**src/pbc_pkg.sv**
```systemverilog
// Package for the four-channel PWM counter and brake block.
// Assumes word-aligned AHB-Lite access; register byte address is four times its index.
package pbc_pkg;
  // ==========================================================================
  // Register indices (byte address = index * 4).
  // ==========================================================================
  localparam logic [7:0] IDX_PERIOD_LO = 8'hd9;  // Period low bits.
  localparam logic [7:0] IDX_DUTY0_LO  = 8'hda;  // Channel 0 duty low bits.
  localparam logic [7:0] IDX_DUTY1_LO  = 8'hdb;  // Channel 1 duty low bits.
  localparam logic [7:0] IDX_CTL1      = 8'hdc;  // Run, reload, flag, clear, invert.
  localparam logic [7:0] IDX_DUTY2_LO  = 8'hdd;  // Channel 2 duty low bits.
  localparam logic [7:0] IDX_DUTY3_LO  = 8'hde;  // Channel 3 duty low bits.
  localparam logic [7:0] IDX_BRAKE     = 8'hdf;  // Brake control.
  localparam logic [7:0] IDX_IRQ_EN    = 8'he8;  // Extended interrupt enable.
  localparam logic [7:0] IDX_HIGH_BITS = 8'hd0;  // Upper two bits of period and duties.
  localparam logic [7:0] IDX_IRQ_STAT  = 8'hd1;  // Sticky event status, read only.
  localparam logic [7:0] IDX_IRQ_CLR   = 8'hd2;  // Write one to clear status, write only.
  // ==========================================================================
  // Field positions.
  // ==========================================================================
  localparam int BIT_RUN     = 7;  // Counter run bit.
  localparam int BIT_RELOAD  = 6;  // Reload request bit.
  localparam int BIT_UFLOW   = 5;  // Underflow flag.
  localparam int BIT_CLEAR   = 4;  // Counter clear bit.
  localparam int BIT_QUALIFY = 7;  // Brake run-qualify.
  localparam int BIT_POL     = 6;  // Brake pin polarity.
  localparam int BIT_PINSEL  = 5;  // Brake pin select.
  localparam int BIT_BRAKE_ENABLE    = 4;  // Brake enable.
  localparam int BIT_BRK_EV  = 5;  // External brake event in enable and status.
  // ==========================================================================
  // Reset values and widths.
  // ==========================================================================
  localparam int          CNT_W     = 10;     // Down-counter width.
  localparam int          NUM_CH    = 4;      // Output channels.
  localparam logic [7:0]  RST_BYTE  = 8'h00;  // Reset value of every register.
  localparam logic [9:0]  CNT_MAX   = 10'h3ff; // Wrap value without reload.
  localparam int          TICK_DIV  = 1;      // Clock cycles per counter step.
endpackage : pbc_pkg

```
**src/pbc_pwm_brake.sv**
```systemverilog
// Four-channel PWM generator with 10-bit down-counter and brake unit, AHB-Lite slave.
// Assumes a single 125 MHz clock hclk and asynchronous active-low reset hresetn;
// the brake pin arrives asynchronously and is synchronised here.
//
// How it works
// - Run bit starts and stops the counter.
// - Reload copies period after underflow, self-clears.
// - Underflow sets flag until software clears.
// - Writing clear bit zeroes the counter.
// - Per-channel invert bits invert each output.
// - Polarity bit selects brake pin active level.
// - Brake never asserts while brake enable low.
// - Braked outputs take their brake-level bits.
// - Software brake leaves run bit, generator running.
// - Software brake release shows live generator output.
// - Run-qualify brake acts only while stopped.
// - Stopped brake release restores stopped output.
// - Pin brake forces levels, clears run, flags.
// - Pin brake releases on pin idle and disable.
// - Brake interrupt enable gates pin-brake interrupt.
// - Channels 2 and 3 duty low registers.
// - Period low register feeds counter reload.
// - Channels 0 and 1 duty low registers.
`timescale 1ns/1ps
module pbc_pwm_brake
  import pbc_pkg::*;
#(
  parameter int TICK_CYCLES = TICK_DIV  // Clock cycles per counter step.
) (
  // Clock and reset.
  input  wire logic                 hclk,
  input  wire logic                 hresetn,
  // AHB-Lite slave.
  input  wire logic                 hsel,
  input  wire logic [31:0]          haddr,
  input  wire logic [1:0]           htrans,
  input  wire logic                 hwrite,
  input  wire logic [2:0]           hsize,
  input  wire logic                 hready,
  input  wire logic [31:0]          hwdata,
  output logic      [31:0]          hrdata,
  output logic                      hreadyout,
  output logic                      hresp,
  // Brake pin and outputs.
  input  wire logic                 brake_input_pin,
  output logic      [NUM_CH-1:0]    pwm_out,
  output logic                      irq
);
  // ==========================================================================
  // Elaboration check.
  // ==========================================================================
  // The step divider holds at most 256 cycles.
  if (TICK_CYCLES < 1 || TICK_CYCLES > 256) begin : g_bad_div
    $error("TICK_CYCLES must lie between 1 and 256");
  end

  // ==========================================================================
  // Registers.
  // ==========================================================================
  logic              run_r;                   // Counter run bit.
  logic              reload_r;                // Reload request bit.
  logic              uflow_r;                 // Underflow flag.
  logic [NUM_CH-1:0] invert_r;                // Output invert bits.
  logic [7:0]        brake_r;                 // Brake control register.
  logic              brk_irq_en_r;            // Brake interrupt enable.
  logic              brk_stat_r;              // Sticky external brake flag.
  logic [7:0]        period_lo_r;             // Period low bits.
  logic [7:0]        duty_lo_r [NUM_CH];      // Duty low bits per channel.
  logic [9:0]        high_bits_r;             // {duty3..0 hi, period hi}.
  logic [CNT_W-1:0]  cnt_r;                   // Down-counter.
  logic [CNT_W-1:0]  duty_act_r [NUM_CH];     // Active compare values.
  logic              ext_brk_r;               // Latched pin brake.
  logic [7:0]        div_r;                   // Step divider.
  logic              tick_r;                  // One-cycle step enable.
  logic [2:0]        pin_sync_r;              // Pin synchroniser chain.
  logic              pin_lvl_r;               // Settled pin level.

  // ==========================================================================
  // AHB-Lite slave: address phase capture and data phase writes.
  // ==========================================================================
  logic       wr_pend_r;  // Write data phase pending.
  logic [7:0] wr_idx_r;   // Index of pending write.
  logic       rd_take;    // Read accepted this cycle.
  logic       wr_take;    // Write accepted this cycle.
  logic [7:0] addr_idx;   // Index of current address phase.
  logic       wr_now;     // Write data valid this cycle.
  logic [7:0] wdat;       // Written byte.

  assign addr_idx = haddr[9:2];
  assign rd_take  = hsel && hready && htrans[1] && !hwrite;
  assign wr_take  = hsel && hready && htrans[1] && hwrite;
  assign wr_now   = wr_pend_r;
  assign wdat     = hwdata[7:0];

  // Capture the write address; data follows one cycle later.
  always_ff @(posedge hclk or negedge hresetn) begin
    if (!hresetn) begin
      wr_pend_r <= 1'b0;
      wr_idx_r  <= 8'h00;
    end else begin
      wr_pend_r <= wr_take;
      wr_idx_r  <= addr_idx;
    end
  end

  // Zero wait states and always OKAY; a read right after a write to the same
  // register would see old data, which the single-transfer master never does.
  always_ff @(posedge hclk or negedge hresetn) begin
    if (!hresetn) begin
      hreadyout <= 1'b0;
      hresp     <= 1'b0;
    end else begin
      hreadyout <= 1'b1;
      hresp     <= 1'b0;
    end
  end

  // Read data is registered in the address phase so it stands in the data phase.
  always_ff @(posedge hclk or negedge hresetn) begin
    if (!hresetn) begin
      hrdata <= 32'h0000_0000;
    end else if (rd_take) begin
      unique case (addr_idx)
        IDX_PERIOD_LO: hrdata <= {24'h000000, period_lo_r};
        IDX_DUTY0_LO:  hrdata <= {24'h000000, duty_lo_r[0]};
        IDX_DUTY1_LO:  hrdata <= {24'h000000, duty_lo_r[1]};
        IDX_DUTY2_LO:  hrdata <= {24'h000000, duty_lo_r[2]};
        IDX_DUTY3_LO:  hrdata <= {24'h000000, duty_lo_r[3]};
        IDX_CTL1:      hrdata <= {24'h000000, run_r, reload_r, uflow_r, 1'b0, invert_r};
        IDX_BRAKE:     hrdata <= {24'h000000, brake_r};
        IDX_IRQ_EN:    hrdata <= {26'h0000000, brk_irq_en_r, 5'h00};
        IDX_HIGH_BITS: hrdata <= {22'h000000, high_bits_r};
        IDX_IRQ_STAT:  hrdata <= {26'h0000000, brk_stat_r, 5'h00};
        default:       hrdata <= 32'h0000_0000;  // Unmapped and write-only read zero.
      endcase
    end
  end

  // Decoded control writes.
  logic wr_ctl1;    // Control register 1 written.
  logic clr_pulse;  // Counter clear strobe.
  assign wr_ctl1   = wr_now && (wr_idx_r == IDX_CTL1);
  assign clr_pulse = wr_ctl1 && wdat[BIT_CLEAR];

  // Plain data registers: period, duties, high bits, brake control, enable.
  always_ff @(posedge hclk or negedge hresetn) begin
    if (!hresetn) begin
      period_lo_r  <= RST_BYTE;
      for (int i = 0; i < NUM_CH; i++) duty_lo_r[i] <= RST_BYTE;
      high_bits_r  <= 10'h000;
      brake_r      <= RST_BYTE;
      brk_irq_en_r <= 1'b0;
      invert_r     <= 4'h0;
    end else if (wr_now) begin
      unique case (wr_idx_r)
        IDX_PERIOD_LO: period_lo_r  <= wdat;
        IDX_DUTY0_LO:  duty_lo_r[0] <= wdat;
        IDX_DUTY1_LO:  duty_lo_r[1] <= wdat;
        IDX_DUTY2_LO:  duty_lo_r[2] <= wdat;
        IDX_DUTY3_LO:  duty_lo_r[3] <= wdat;
        IDX_HIGH_BITS: high_bits_r  <= hwdata[9:0];
        IDX_BRAKE:     brake_r      <= wdat;
        IDX_IRQ_EN:    brk_irq_en_r <= wdat[BIT_BRK_EV];
        IDX_CTL1:      invert_r     <= wdat[NUM_CH-1:0];
        default:       ;
      endcase
    end
  end

  // ==========================================================================
  // Brake pin synchroniser: three flops, change accepted when last two agree.
  // ==========================================================================
  always_ff @(posedge hclk or negedge hresetn) begin
    if (!hresetn) begin
      pin_sync_r <= 3'b000;
      pin_lvl_r  <= 1'b0;
    end else begin
      pin_sync_r <= {pin_sync_r[1:0], brake_input_pin};
      if (pin_sync_r[1] == pin_sync_r[2]) pin_lvl_r <= pin_sync_r[2];
    end
  end

  // ==========================================================================
  // Brake condition decode.
  // ==========================================================================
  logic brake_enable;       // Brake enable.
  logic pinsel;     // Pin select.
  logic qualify;    // Run-qualify.
  logic pin_act;    // Pin at its asserted level.
  logic ext_trig;   // Pin brake trigger.
  logic brake_act;  // Outputs forced to brake levels.
  assign brake_enable     = brake_r[BIT_BRAKE_ENABLE];
  assign pinsel   = brake_r[BIT_PINSEL];
  assign qualify  = brake_r[BIT_QUALIFY];
  assign pin_act  = (pin_lvl_r == brake_r[BIT_POL]);
  assign ext_trig = brake_enable && pinsel && !qualify && pin_act;

  // The mode table: software, stopped-counter, pin, or none.
  always_comb begin
    brake_act = 1'b0;
    if (brake_enable) begin
      unique case ({pinsel, qualify})
        2'b00:   brake_act = 1'b1;
        2'b01:   brake_act = !run_r;
        2'b10:   brake_act = ext_brk_r || pin_act;
        default: brake_act = 1'b0;
      endcase
    end
  end

  // Pin brake latches until the pin is idle and software drops brake enable;
  // a fresh trigger wins over the release.
  always_ff @(posedge hclk or negedge hresetn) begin
    if (!hresetn) begin
      ext_brk_r <= 1'b0;
    end else if (ext_trig) begin
      ext_brk_r <= 1'b1;
    end else if (!brake_enable && !pin_act) begin
      ext_brk_r <= 1'b0;
    end
  end

  // ==========================================================================
  // Interrupt status, enable and output.
  // ==========================================================================
  // Sticky external brake flag; an event wins over a simultaneous clear.
  always_ff @(posedge hclk or negedge hresetn) begin
    if (!hresetn) begin
      brk_stat_r <= 1'b0;
    end else if (ext_trig) begin
      brk_stat_r <= 1'b1;
    end else if (wr_now && wr_idx_r == IDX_IRQ_CLR && wdat[BIT_BRK_EV]) begin
      brk_stat_r <= 1'b0;
    end
  end

  // Level interrupt while the enabled flag is set.
  always_ff @(posedge hclk or negedge hresetn) begin
    if (!hresetn) irq <= 1'b0;
    else          irq <= brk_stat_r && brk_irq_en_r;
  end

  // ==========================================================================
  // Counter step divider.
  // ==========================================================================
  always_ff @(posedge hclk or negedge hresetn) begin
    if (!hresetn) begin
      div_r  <= 8'h00;
      tick_r <= 1'b0;
    end else if (div_r == 8'(TICK_CYCLES - 1)) begin
      div_r  <= 8'h00;
      tick_r <= 1'b1;
    end else begin
      div_r  <= div_r + 8'h01;
      tick_r <= 1'b0;
    end
  end

  // ==========================================================================
  // Run, reload and underflow flags.
  // ==========================================================================
  logic uf_event;  // Counter steps below zero.
  assign uf_event = run_r && tick_r && (cnt_r == '0) && !clr_pulse;

  // Hardware stop from the pin brake wins over a software start.
  always_ff @(posedge hclk or negedge hresetn) begin
    if (!hresetn) begin
      run_r <= 1'b0;
    end else if (ext_trig) begin
      run_r <= 1'b0;
    end else if (wr_ctl1) begin
      run_r <= wdat[BIT_RUN];
    end
  end

  // Reload request clears once the transfer has happened.
  always_ff @(posedge hclk or negedge hresetn) begin
    if (!hresetn) begin
      reload_r <= 1'b0;
    end else if (uf_event && reload_r) begin
      reload_r <= 1'b0;
    end else if (wr_ctl1) begin
      reload_r <= wdat[BIT_RELOAD];
    end
  end

  // Underflow flag: software may only clear it, and a new underflow wins.
  always_ff @(posedge hclk or negedge hresetn) begin
    if (!hresetn) begin
      uflow_r <= 1'b0;
    end else if (uf_event) begin
      uflow_r <= 1'b1;
    end else if (wr_ctl1 && !wdat[BIT_UFLOW]) begin
      uflow_r <= 1'b0;
    end
  end

  // ==========================================================================
  // Down-counter and compare value transfer.
  // ==========================================================================
  always_ff @(posedge hclk or negedge hresetn) begin
    if (!hresetn) begin
      cnt_r <= '0;
    end else if (clr_pulse) begin
      cnt_r <= '0;
    end else if (uf_event) begin
      cnt_r <= reload_r ? {high_bits_r[1:0], period_lo_r} : CNT_MAX;
    end else if (run_r && tick_r) begin
      cnt_r <= cnt_r - 10'd1;
    end
  end

  // Duty values move into the comparators only with a reload transfer.
  always_ff @(posedge hclk or negedge hresetn) begin
    if (!hresetn) begin
      for (int i = 0; i < NUM_CH; i++) duty_act_r[i] <= '0;
    end else if (uf_event && reload_r) begin
      for (int i = 0; i < NUM_CH; i++) begin
        duty_act_r[i] <= {high_bits_r[2*i+3 -: 2], duty_lo_r[i]};
      end
    end
  end

  // ==========================================================================
  // Output stage: compare, invert, brake override.
  // ==========================================================================
  logic [NUM_CH-1:0] gen;  // Live generator output after inversion.
  for (genvar n = 0; n < NUM_CH; n++) begin : g_ch
    assign gen[n] = (cnt_r < duty_act_r[n]) ^ invert_r[n];
  end

  // A stopped counter freezes gen, so releasing any brake shows the state the
  // generator held before it; a running one shows its live value.
  always_ff @(posedge hclk or negedge hresetn) begin
    if (!hresetn) pwm_out <= '0;
    else          pwm_out <= brake_act ? brake_r[NUM_CH-1:0] : gen;
  end
endmodule // pbc_pwm_brake

```
**config.mk**
```make
export PLATFORM = sky130hd
export DESIGN_NAME = pbc_pwm_brake
export DESIGN_NICKNAME = d
export VERILOG_FILES = /design/src/pbc_pkg.sv /design/src/pbc_pwm_brake.sv
export SDC_FILE = /design/constraint.sdc
export NUM_CORES = 1
export LEC_CHECK = 0
export BUFFER_PORTS_ARGS = -buffer_cell sky130_fd_sc_hd__buf_2
export CORE_AREA = 2 2 166 168
export DETAILED_ROUTE_END_ITERATION = 10
export DIE_AREA = 0 0 168 170
export PLACE_DENSITY = 0.54
export SYNTH_ARGS = -nofsm -noshare
export SYNTH_HDL_FRONTEND = slang
export SYNTH_SLANG_ARGS = --single-unit
export TNS_END_PERCENT = 20
```
**constraint.sdc**
```tcl
create_clock -name hclk -period 3.8 [get_ports hclk]
set_input_delay 0.76 -clock hclk [delete_from_list [all_inputs] [get_ports hclk]]
set_output_delay 0.76 -clock hclk [all_outputs]
set_load 0.005 [all_outputs]
```
==> impl_metrics.yaml, run 1 <==
status:
  status: "complete, no violations"
place:
  post-dp-hpwl_um: 14800
  place_congestion: 0.863
  port_buffers: 40
  dp_slack_ns: 1.03
global_routing:
  grt_max_degree: 79
  grt_overflow: 0
  track_usage_pct: 15.7
  grt_pass1_vias: 5464
  grt_antenna_before_repair: 1
  grt_pass1_wl_um: 33400
sta:
  final.setup_skew_ns: 0.00878
  layout_setup_ws_ns: 0.974
  final_hold_viol_count: 0
  rsz0062_at_grt: "false"
  period_share_pct: 74.4
  final-setup-viol-count: 0
  maxSlewViolCount: 0
  max_freq_mhz: 354
  fin_setup_tns_ns: 0
  slew-limit-headroom_pct: 31.0
  worstMarginPinSlew_ns: 1.03
  fin_crit_ns: 2.83
worst_setup_path:
  regToRegEndpoint: "duty_act_r[38]"
  required_ns: 4.11
  rr_startpoint: "cnt_r[0]"
  r2r_cells: 8
  cp_data_arrival_time_ns: 3.13
  cp_max_fo: 23
  critical_path.endpoint_type: "flip-flop"
  reg2reg_slack_ns: 0.97
  cp-start-kind: "flip-flop"
  crit_type: "reg2reg"
floorplanning:
  die_w_um: 168
  placeableCoreArea_um2: 26700
  dieHeight_um: 170
  num_rows: 60
  top_level_ports: 114
  die_area_um2: 28600
  start_util_pct: 29.6
layout:
  antennaDiodeCount: 0
  drive_above_1_share_pct: 26.2
  n_fill_cell: 2682
  final_nets: 847
  area_growth_pct: 14.5
yosys:
  synth-main-ff-cell: "dfrtp_1"
  synthMuxAreaShare_pct: 16.0
  synth_top_area_share_pct: 49.4
  syn_inst: 689
  synthXorXnorAreaFrac_pct: 0.776
  synthAdderAreaFrac_pct: 6.46
  synth_seq_cells: 156
  ys_warn_count: 0
  synth_top_family_by_area: "multiplexers"
  async_flop_share_pct: 100
  synth.yosys.seq_area_share_pct: 49.4
  synth_edf_count: 0
  synthTopCellsByArea: "dfrtp_1 49%, mux2_2 15%, ha_1 6.3%"
  synthSimpleGateAreaFrac_pct: 10.8
  synthesis.area_um2: 7900
  synth_compound_area_share_pct: 10.6
  ys_types: 61
  avgSynthCellArea_um2: 11.5
  yosysTopAreaCell: "dfrtp_1"
power:
  p_leak_nw: 4.00
  vdd_ir_drop_max_uv: 382
  powerDensity_nw_per_um2: 477
route:
  first_pass_iters: 5
  antenna_left: 0
  vias: 5520
  drt-total-wl_um: 21400
  routed_via_density: 5.08
  drt_iter0_drc: 444
  drc: 0
  wire_per_inst_um: 19.7
clock_tree:
  postCtsSetupBuffers: 0
  htreeDepth: 4
  clockBufferDepth: 2
  numCtsBuffers: 17
  cts.sinks: 156
  clock_latency_ns: 0.43
  root_buffer: "clkbuf_16"
  cts.clk_slew.worst_paths_ns: 0.07
  cts_tree: "built"
  postCtsHoldBufs: 0
  cts_resized: 0
flow_run:
  max_cap_violations: 0
hold_path:
  holdCritPathClass: "in2async"
## per-layer routing
metal	GRT usage, %	routed length (µm)	up-vias	part of all wire, %
li1	-	-	2564	-
met1	20.8	9640	2755	45
met2	25.5	9980	172	47
met3	4.00	1380	27	6.4
met4	4.69	367	2	1.7
met5	0	11	-	0.051
## sequential cells by signal, summed over array words and instances, names as in the netlist, 3 cells and up
| name | cells |
|---|---|
| period_lo_r | 8 |
| cnt_r | 10 |
| high_bits_r | 10 |
| invert_r | 4 |
| pin_sync_r | 3 |
| div_r | 8 |
| wr_idx_r | 8 |
| brake_r | 8 |
| duty_act_r | 40 |
| hrdata | 10 |
| pwm_out | 4 |
| duty_lo_r | 32 |
## layout make-up
cell class | instances | area (µm²) | share of cell area (%)
clock inverter | 13 | 191 | 2.12
inverter | 48 | 180 | 1.99
timing repair buffer | 50 | 294 | 3.25
clock buffer | 19 | 433 | 4.79
multi-input combinational | 459 | 3620 | 40.0
tap | 341 | 427 | 4.72
sequential | 156 | 3900 | 43.2
## where the power goes
part           internal (mW)  switching [mW]
clock                   1.10           0.708
combinational          0.265           0.322
sequential              1.73           0.185
## logic make-up (layout without fill, tap and decap cells)
| logic type | after synthesis | in the layout |
|---|---|---|
| AND/OR/NAND/NOR | 148 | 148 |
| multiplexers | 113 | 113 |
| adder cells (fa/ha/maj) | 41 | 41 |
| AO/OA/AOI/OAI | 126 | 126 |
| other | 2 | 24 |
| XOR/XNOR | 7 | 7 |
| flip-flops | 156 | 156 |
| buffers and inverters | 96 | 130 |
## placed cells by master (no fill, tap or decap), types with 7 or more instances in the layout
cell type	instances
buf_4	9
a21oi_1	25
clkbuf_16	17
a211oi_1	10
mux2i_1	8
nand4_1	8
nand3_1	19
nand2_1	33
inv_1	48
or4_1	7
nor2_1	17
nor3_1	8
buf_2	39
dfrtp_1	156
o21ai_0	33
nor3b_1	8
conb_1	24
a22oi_1	11
ha_1	40
mux2_2	103
## stage by stage
| stage | total power [mW] | hold slack, ns | cells | utilization [%] | instance area [µm²] |
|---|---|---|---|---|---|
| after CTS | 4.35 | 0.363 | 1086 | 33.9 | 9040 |
| after floorplan | 2.29 | 0.331 | 711 | - | 7980 |
| after detailed placement | 2.53 | 0.348 | 1054 | 31.6 | 8420 |
| final | 4.32 | 0.353 | 1086 | 33.9 | 9040 |
| after global placement | 2.52 | 0.343 | 1054 | 31.6 | 8420 |
| after global routing | 4.51 | 0.366 | 1086 | 33.9 | 9040 |
## cells in the mapped netlist (2+ instances only)
library cell    n
a41oi_1         4
inv_1          48
nor2b_1         4
a22oi_1        11
mux2i_1         8
a32oi_1         3
o31ai_1         4
clkbuf_1       15
and3_1          5
nand4b_1        5
nand2b_1        5
nor3b_1         8
nand2_1        33
a21oi_1        25
a311oi_1        2
buf_1           3
nor2_1         17
a31oi_1         6
buf_4          27
mux2_1          2
or2_2           3
nor3_2          2
a21o_1          6
o221ai_1        4
a211oi_1       10
nand4_1         8
o32a_1          3
o22ai_1         2
xnor2_1         6
mux2_2        103
o21ai_0        33
or4_1           7
nor4_1          5
conb_1          2
o311ai_1        4
ha_1           40
buf_2           3
and2_1          3
nor3_1          8
a2bb2oi_1       4
nand3_1        19
dfrtp_1       156
or3_1           5
## worst max-delay path, stage by stage (launching register included)
cell	delay [ns]
dfrtp_1	0.51
inv_1	0.17
ha_1	0.15
or4b_1	0.52
nor2_1	0.21
nand3_2	0.24
nor2_4	0.15
buf_4	0.34
mux2_2	0.39
## how the worst max path moves through the flow
stage | from | cells past startpoint | endpoint | slack (ns)
floorplan | cnt_r[0] | 9 | duty_act_r[19] | 1.47
global placement | cnt_r[0] | 8 | duty_act_r[30] | 1.06
detailed placement | cnt_r[1] | 8 | duty_act_r[8] | 1.03
CTS | cnt_r[1] | 8 | duty_act_r[38] | 1.03
global route | cnt_r[1] | 8 | duty_act_r[8] | 0.85
finish | cnt_r[0] | 8 | duty_act_r[38] | 0.97
No activity file was read; power rests on OpenSTA's default activity.
==> run 2: changes to the inputs <==
Settings changed: ABC_AREA set to 1, CORE_AREA 2 2 166 168 to 2 2 167 169, DIE_AREA 0 0 168 170 to 0 0 169 171.
Clock period 3.8 ns to 2.9 ns, I/O delays scaled along.
==> impl_metrics.yaml, run 2 <==
layout:
  largest_reg_flops: 40
  largest_register: "duty_act_r"
  n_fill_cell: 2897
  final_common_cell: "nand2_1"
  final_nets: 1164
  drive_above_1_share_pct: 8.29
  antennaDiodeCount: 0
  area_growth_pct: 14.4
  reg_top3: "duty_act_r (40), duty_lo_r (32)"
  layout_common_cells: "299 x nand2_1, 156 x dfrtp_1, 124 x inv_1"
  fin_util_pct: 33.7
yosys:
  synthesis.area_um2: 8050
  yosys.cell_count.top_type: "nand2_1"
  yosys-top-cells-count: "299 x nand2_1, 156 x dfrtp_1, 124 x inv_1, 87 x nand3_1, 80 x o21ai_0"
  synth.yosys.seq_area_share_pct: 48.5
  synthTopCellsByArea: "dfrtp_1 49%, nand2_1 14%, ha_1 6.2%"
  ys_warn_count: 0
  synth_seq_cells: 156
  yosysTopAreaCell: "dfrtp_1"
  avgSynthCellArea_um2: 7.98
  ys_types: 32
  syn_inst: 1008
  synth-main-ff-cell: "dfrtp_1"
  synth_edf_count: 0
  synth_top_area_share_pct: 48.5
  async_flop_share_pct: 100
place:
  post-dp-hpwl_um: 16100
  place_congestion: 0.852
  dp_slack_ns: 0.581
  port_buffers: 40
global_routing:
  grt_pass1_wl_um: 34100
  track_usage_pct: 15.5
  grt_antenna_before_repair: 0
  grt_pass1_vias: 6153
  grt_max_degree: 71
  grt_overflow: 0
route:
  drt_iter0_drc: 461
  antenna_left: 0
  first_pass_iters: 5
  routed_via_density: 4.64
  drc: 0
  drt-total-wl_um: 21500
  wire_per_inst_um: 15.2
  vias: 6539
power:
  vdd_ir_drop_max_uv: 427
  p_leak_nw: 5.08
  p_total_mw: 6.23
  powerDensity_nw_per_um2: 676
floorplanning:
  dieHeight_um: 171
  top_level_ports: 114
  num_rows: 61
  placeableCoreArea_um2: 27300
  start_util_pct: 29.4
  die_w_um: 169
  die_area_um2: 28900
worst_setup_path:
  reg2reg_slack_ns: 0.58
  r2r_cells: 9
  cp-start-kind: "flip-flop"
  required_ns: 3.25
  critical_path.endpoint_type: "flip-flop"
  crit_type: "reg2reg"
  cp_max_fo: 42
  cp_data_arrival_time_ns: 2.67
clock_tree:
  postCtsSetupBuffers: 0
  root_buffer: "clkbuf_16"
  cts.sinks: 156
  clockBufferDepth: 2
  cts_tree: "built"
  numCtsBuffers: 17
  cts_resized: 0
  clock_latency_ns: 0.43
  htreeDepth: 4
  cts.clk_slew.worst_paths_ns: 0.07
  postCtsHoldBufs: 0
sta:
  final-setup-viol-count: 0
  fin_crit_ns: 2.32
  maxSlewViolCount: 0
  final_hold_viol_count: 0
  period_share_pct: 80.1
  worstMarginPinSlew_ns: 0.748
  slew-limit-headroom_pct: 49.9
  max_freq_mhz: 430
  final.setup_skew_ns: 0.0112
  rsz0062_at_grt: "false"
  fin_setup_tns_ns: 0
  fin_hold_ws_ns: 0.144
  layout_setup_ws_ns: 0.576
status:
  status: "complete, no violations"
hold_path:
  holdCritPathClass: "in2async"
flow_run:
  max_cap_violations: 0
==> run 2: cell types whose count changed after synthesis, sizes merged, moves of 8 or more <==
| cell | previous run | this run |
|---|---|---|
| nand2 | 33 | 299 |
| mux2 | 105 | 0 |
| o21ai | 33 | 111 |
| inv | 48 | 125 |
| nand3 | 20 | 89 |
| nor2 | 19 | 68 |
| nand4 | 8 | 27 |
| a21oi | 25 | 10 |
| a211oi | 10 | 0 |
| a22oi | 11 | 1 |
| mux2i | 8 | 0 |
| or4 | 8 | 0 |
==> run 2: final cells by class <==
| cell class | instances | area, µm² | area share [%] |
|---|---|---|---|
| Clock inverter | 10 | 153 | 1.66 |
| Timing Repair Buffer | 50 | 319 | 3.46 |
| Tap cell | 346 | 433 | 4.70 |
| Inverter | 128 | 480 | 5.22 |
| Clock buffer | 22 | 484 | 5.26 |
| Multi-Input combinational cell | 696 | 3440 | 37.3 |
| Sequential cell | 156 | 3900 | 42.4 |
==> run 2: layer usage <==
| metal | share of wire, % | GRT usage [%] |
|---|---|---|
| met3 | 4.6 | 2.57 |
| met4 | 1.6 | 4.12 |
| met1 | 49 | 21.7 |
| met5 | 0 | 0 |
| met2 | 45 | 24.9 |
==> run 2: path summary, 6_finish.rpt <==
check | from | end
max in group asynchronous | hresetn | duty_act_r[24]
min in group hclk | brake_input_pin | pin_sync_r[0]
worst min-delay path | hresetn | hrdata[9]
worst max register to register | cnt_r[1] | duty_act_r[24]
worst min register to register | pin_sync_r[0] | pin_sync_r[1]
worst max-delay path | cnt_r[1] | duty_act_r[24]
==> run 2: logic make-up (layout without fill, tap and decap cells) <==
logic type,Yosys count,after routing,share of synthesized area (%)
DFF,156,156,48.5
AOI/OAI and AO/OA,127,127,8.09
xor gates and xnor gates,11,11,1.20
other,2,24,0.0933
buffers and inverters,178,210,9.91
adders and majority gates,41,41,6.34
and+or+nand+nor,493,493,25.9
==> run 2: worst max-delay path: stages, from the launching register on <==
cell     delay, ns
dfrtp_1       0.50
inv_1         0.13
ha_1          0.15
nand3_1       0.12
nor3_4        0.25
nand3_4       0.23
inv_2         0.42
buf_12        0.25
nand2_1       0.09
o21ai_1       0.08
==> run 2: where the power goes <==
part	internal, mW	switching (mW)	total [mW]	leakage [nW]
Sequential	2.42	0.217	2.64	1.65
Combinational	0.468	0.727	1.19	3.12
Clock	1.46	0.927	2.39	0.310
Total	4.35	1.87	6.23	5.08
==> run 2: metrics by stage <==
stage	instance area, µm²	instances
finish	9210	1408
floorplan	8130	1030
global route	9210	1408
global placement	8570	1376
CTS	9210	1408
detailed placement	8570	1376
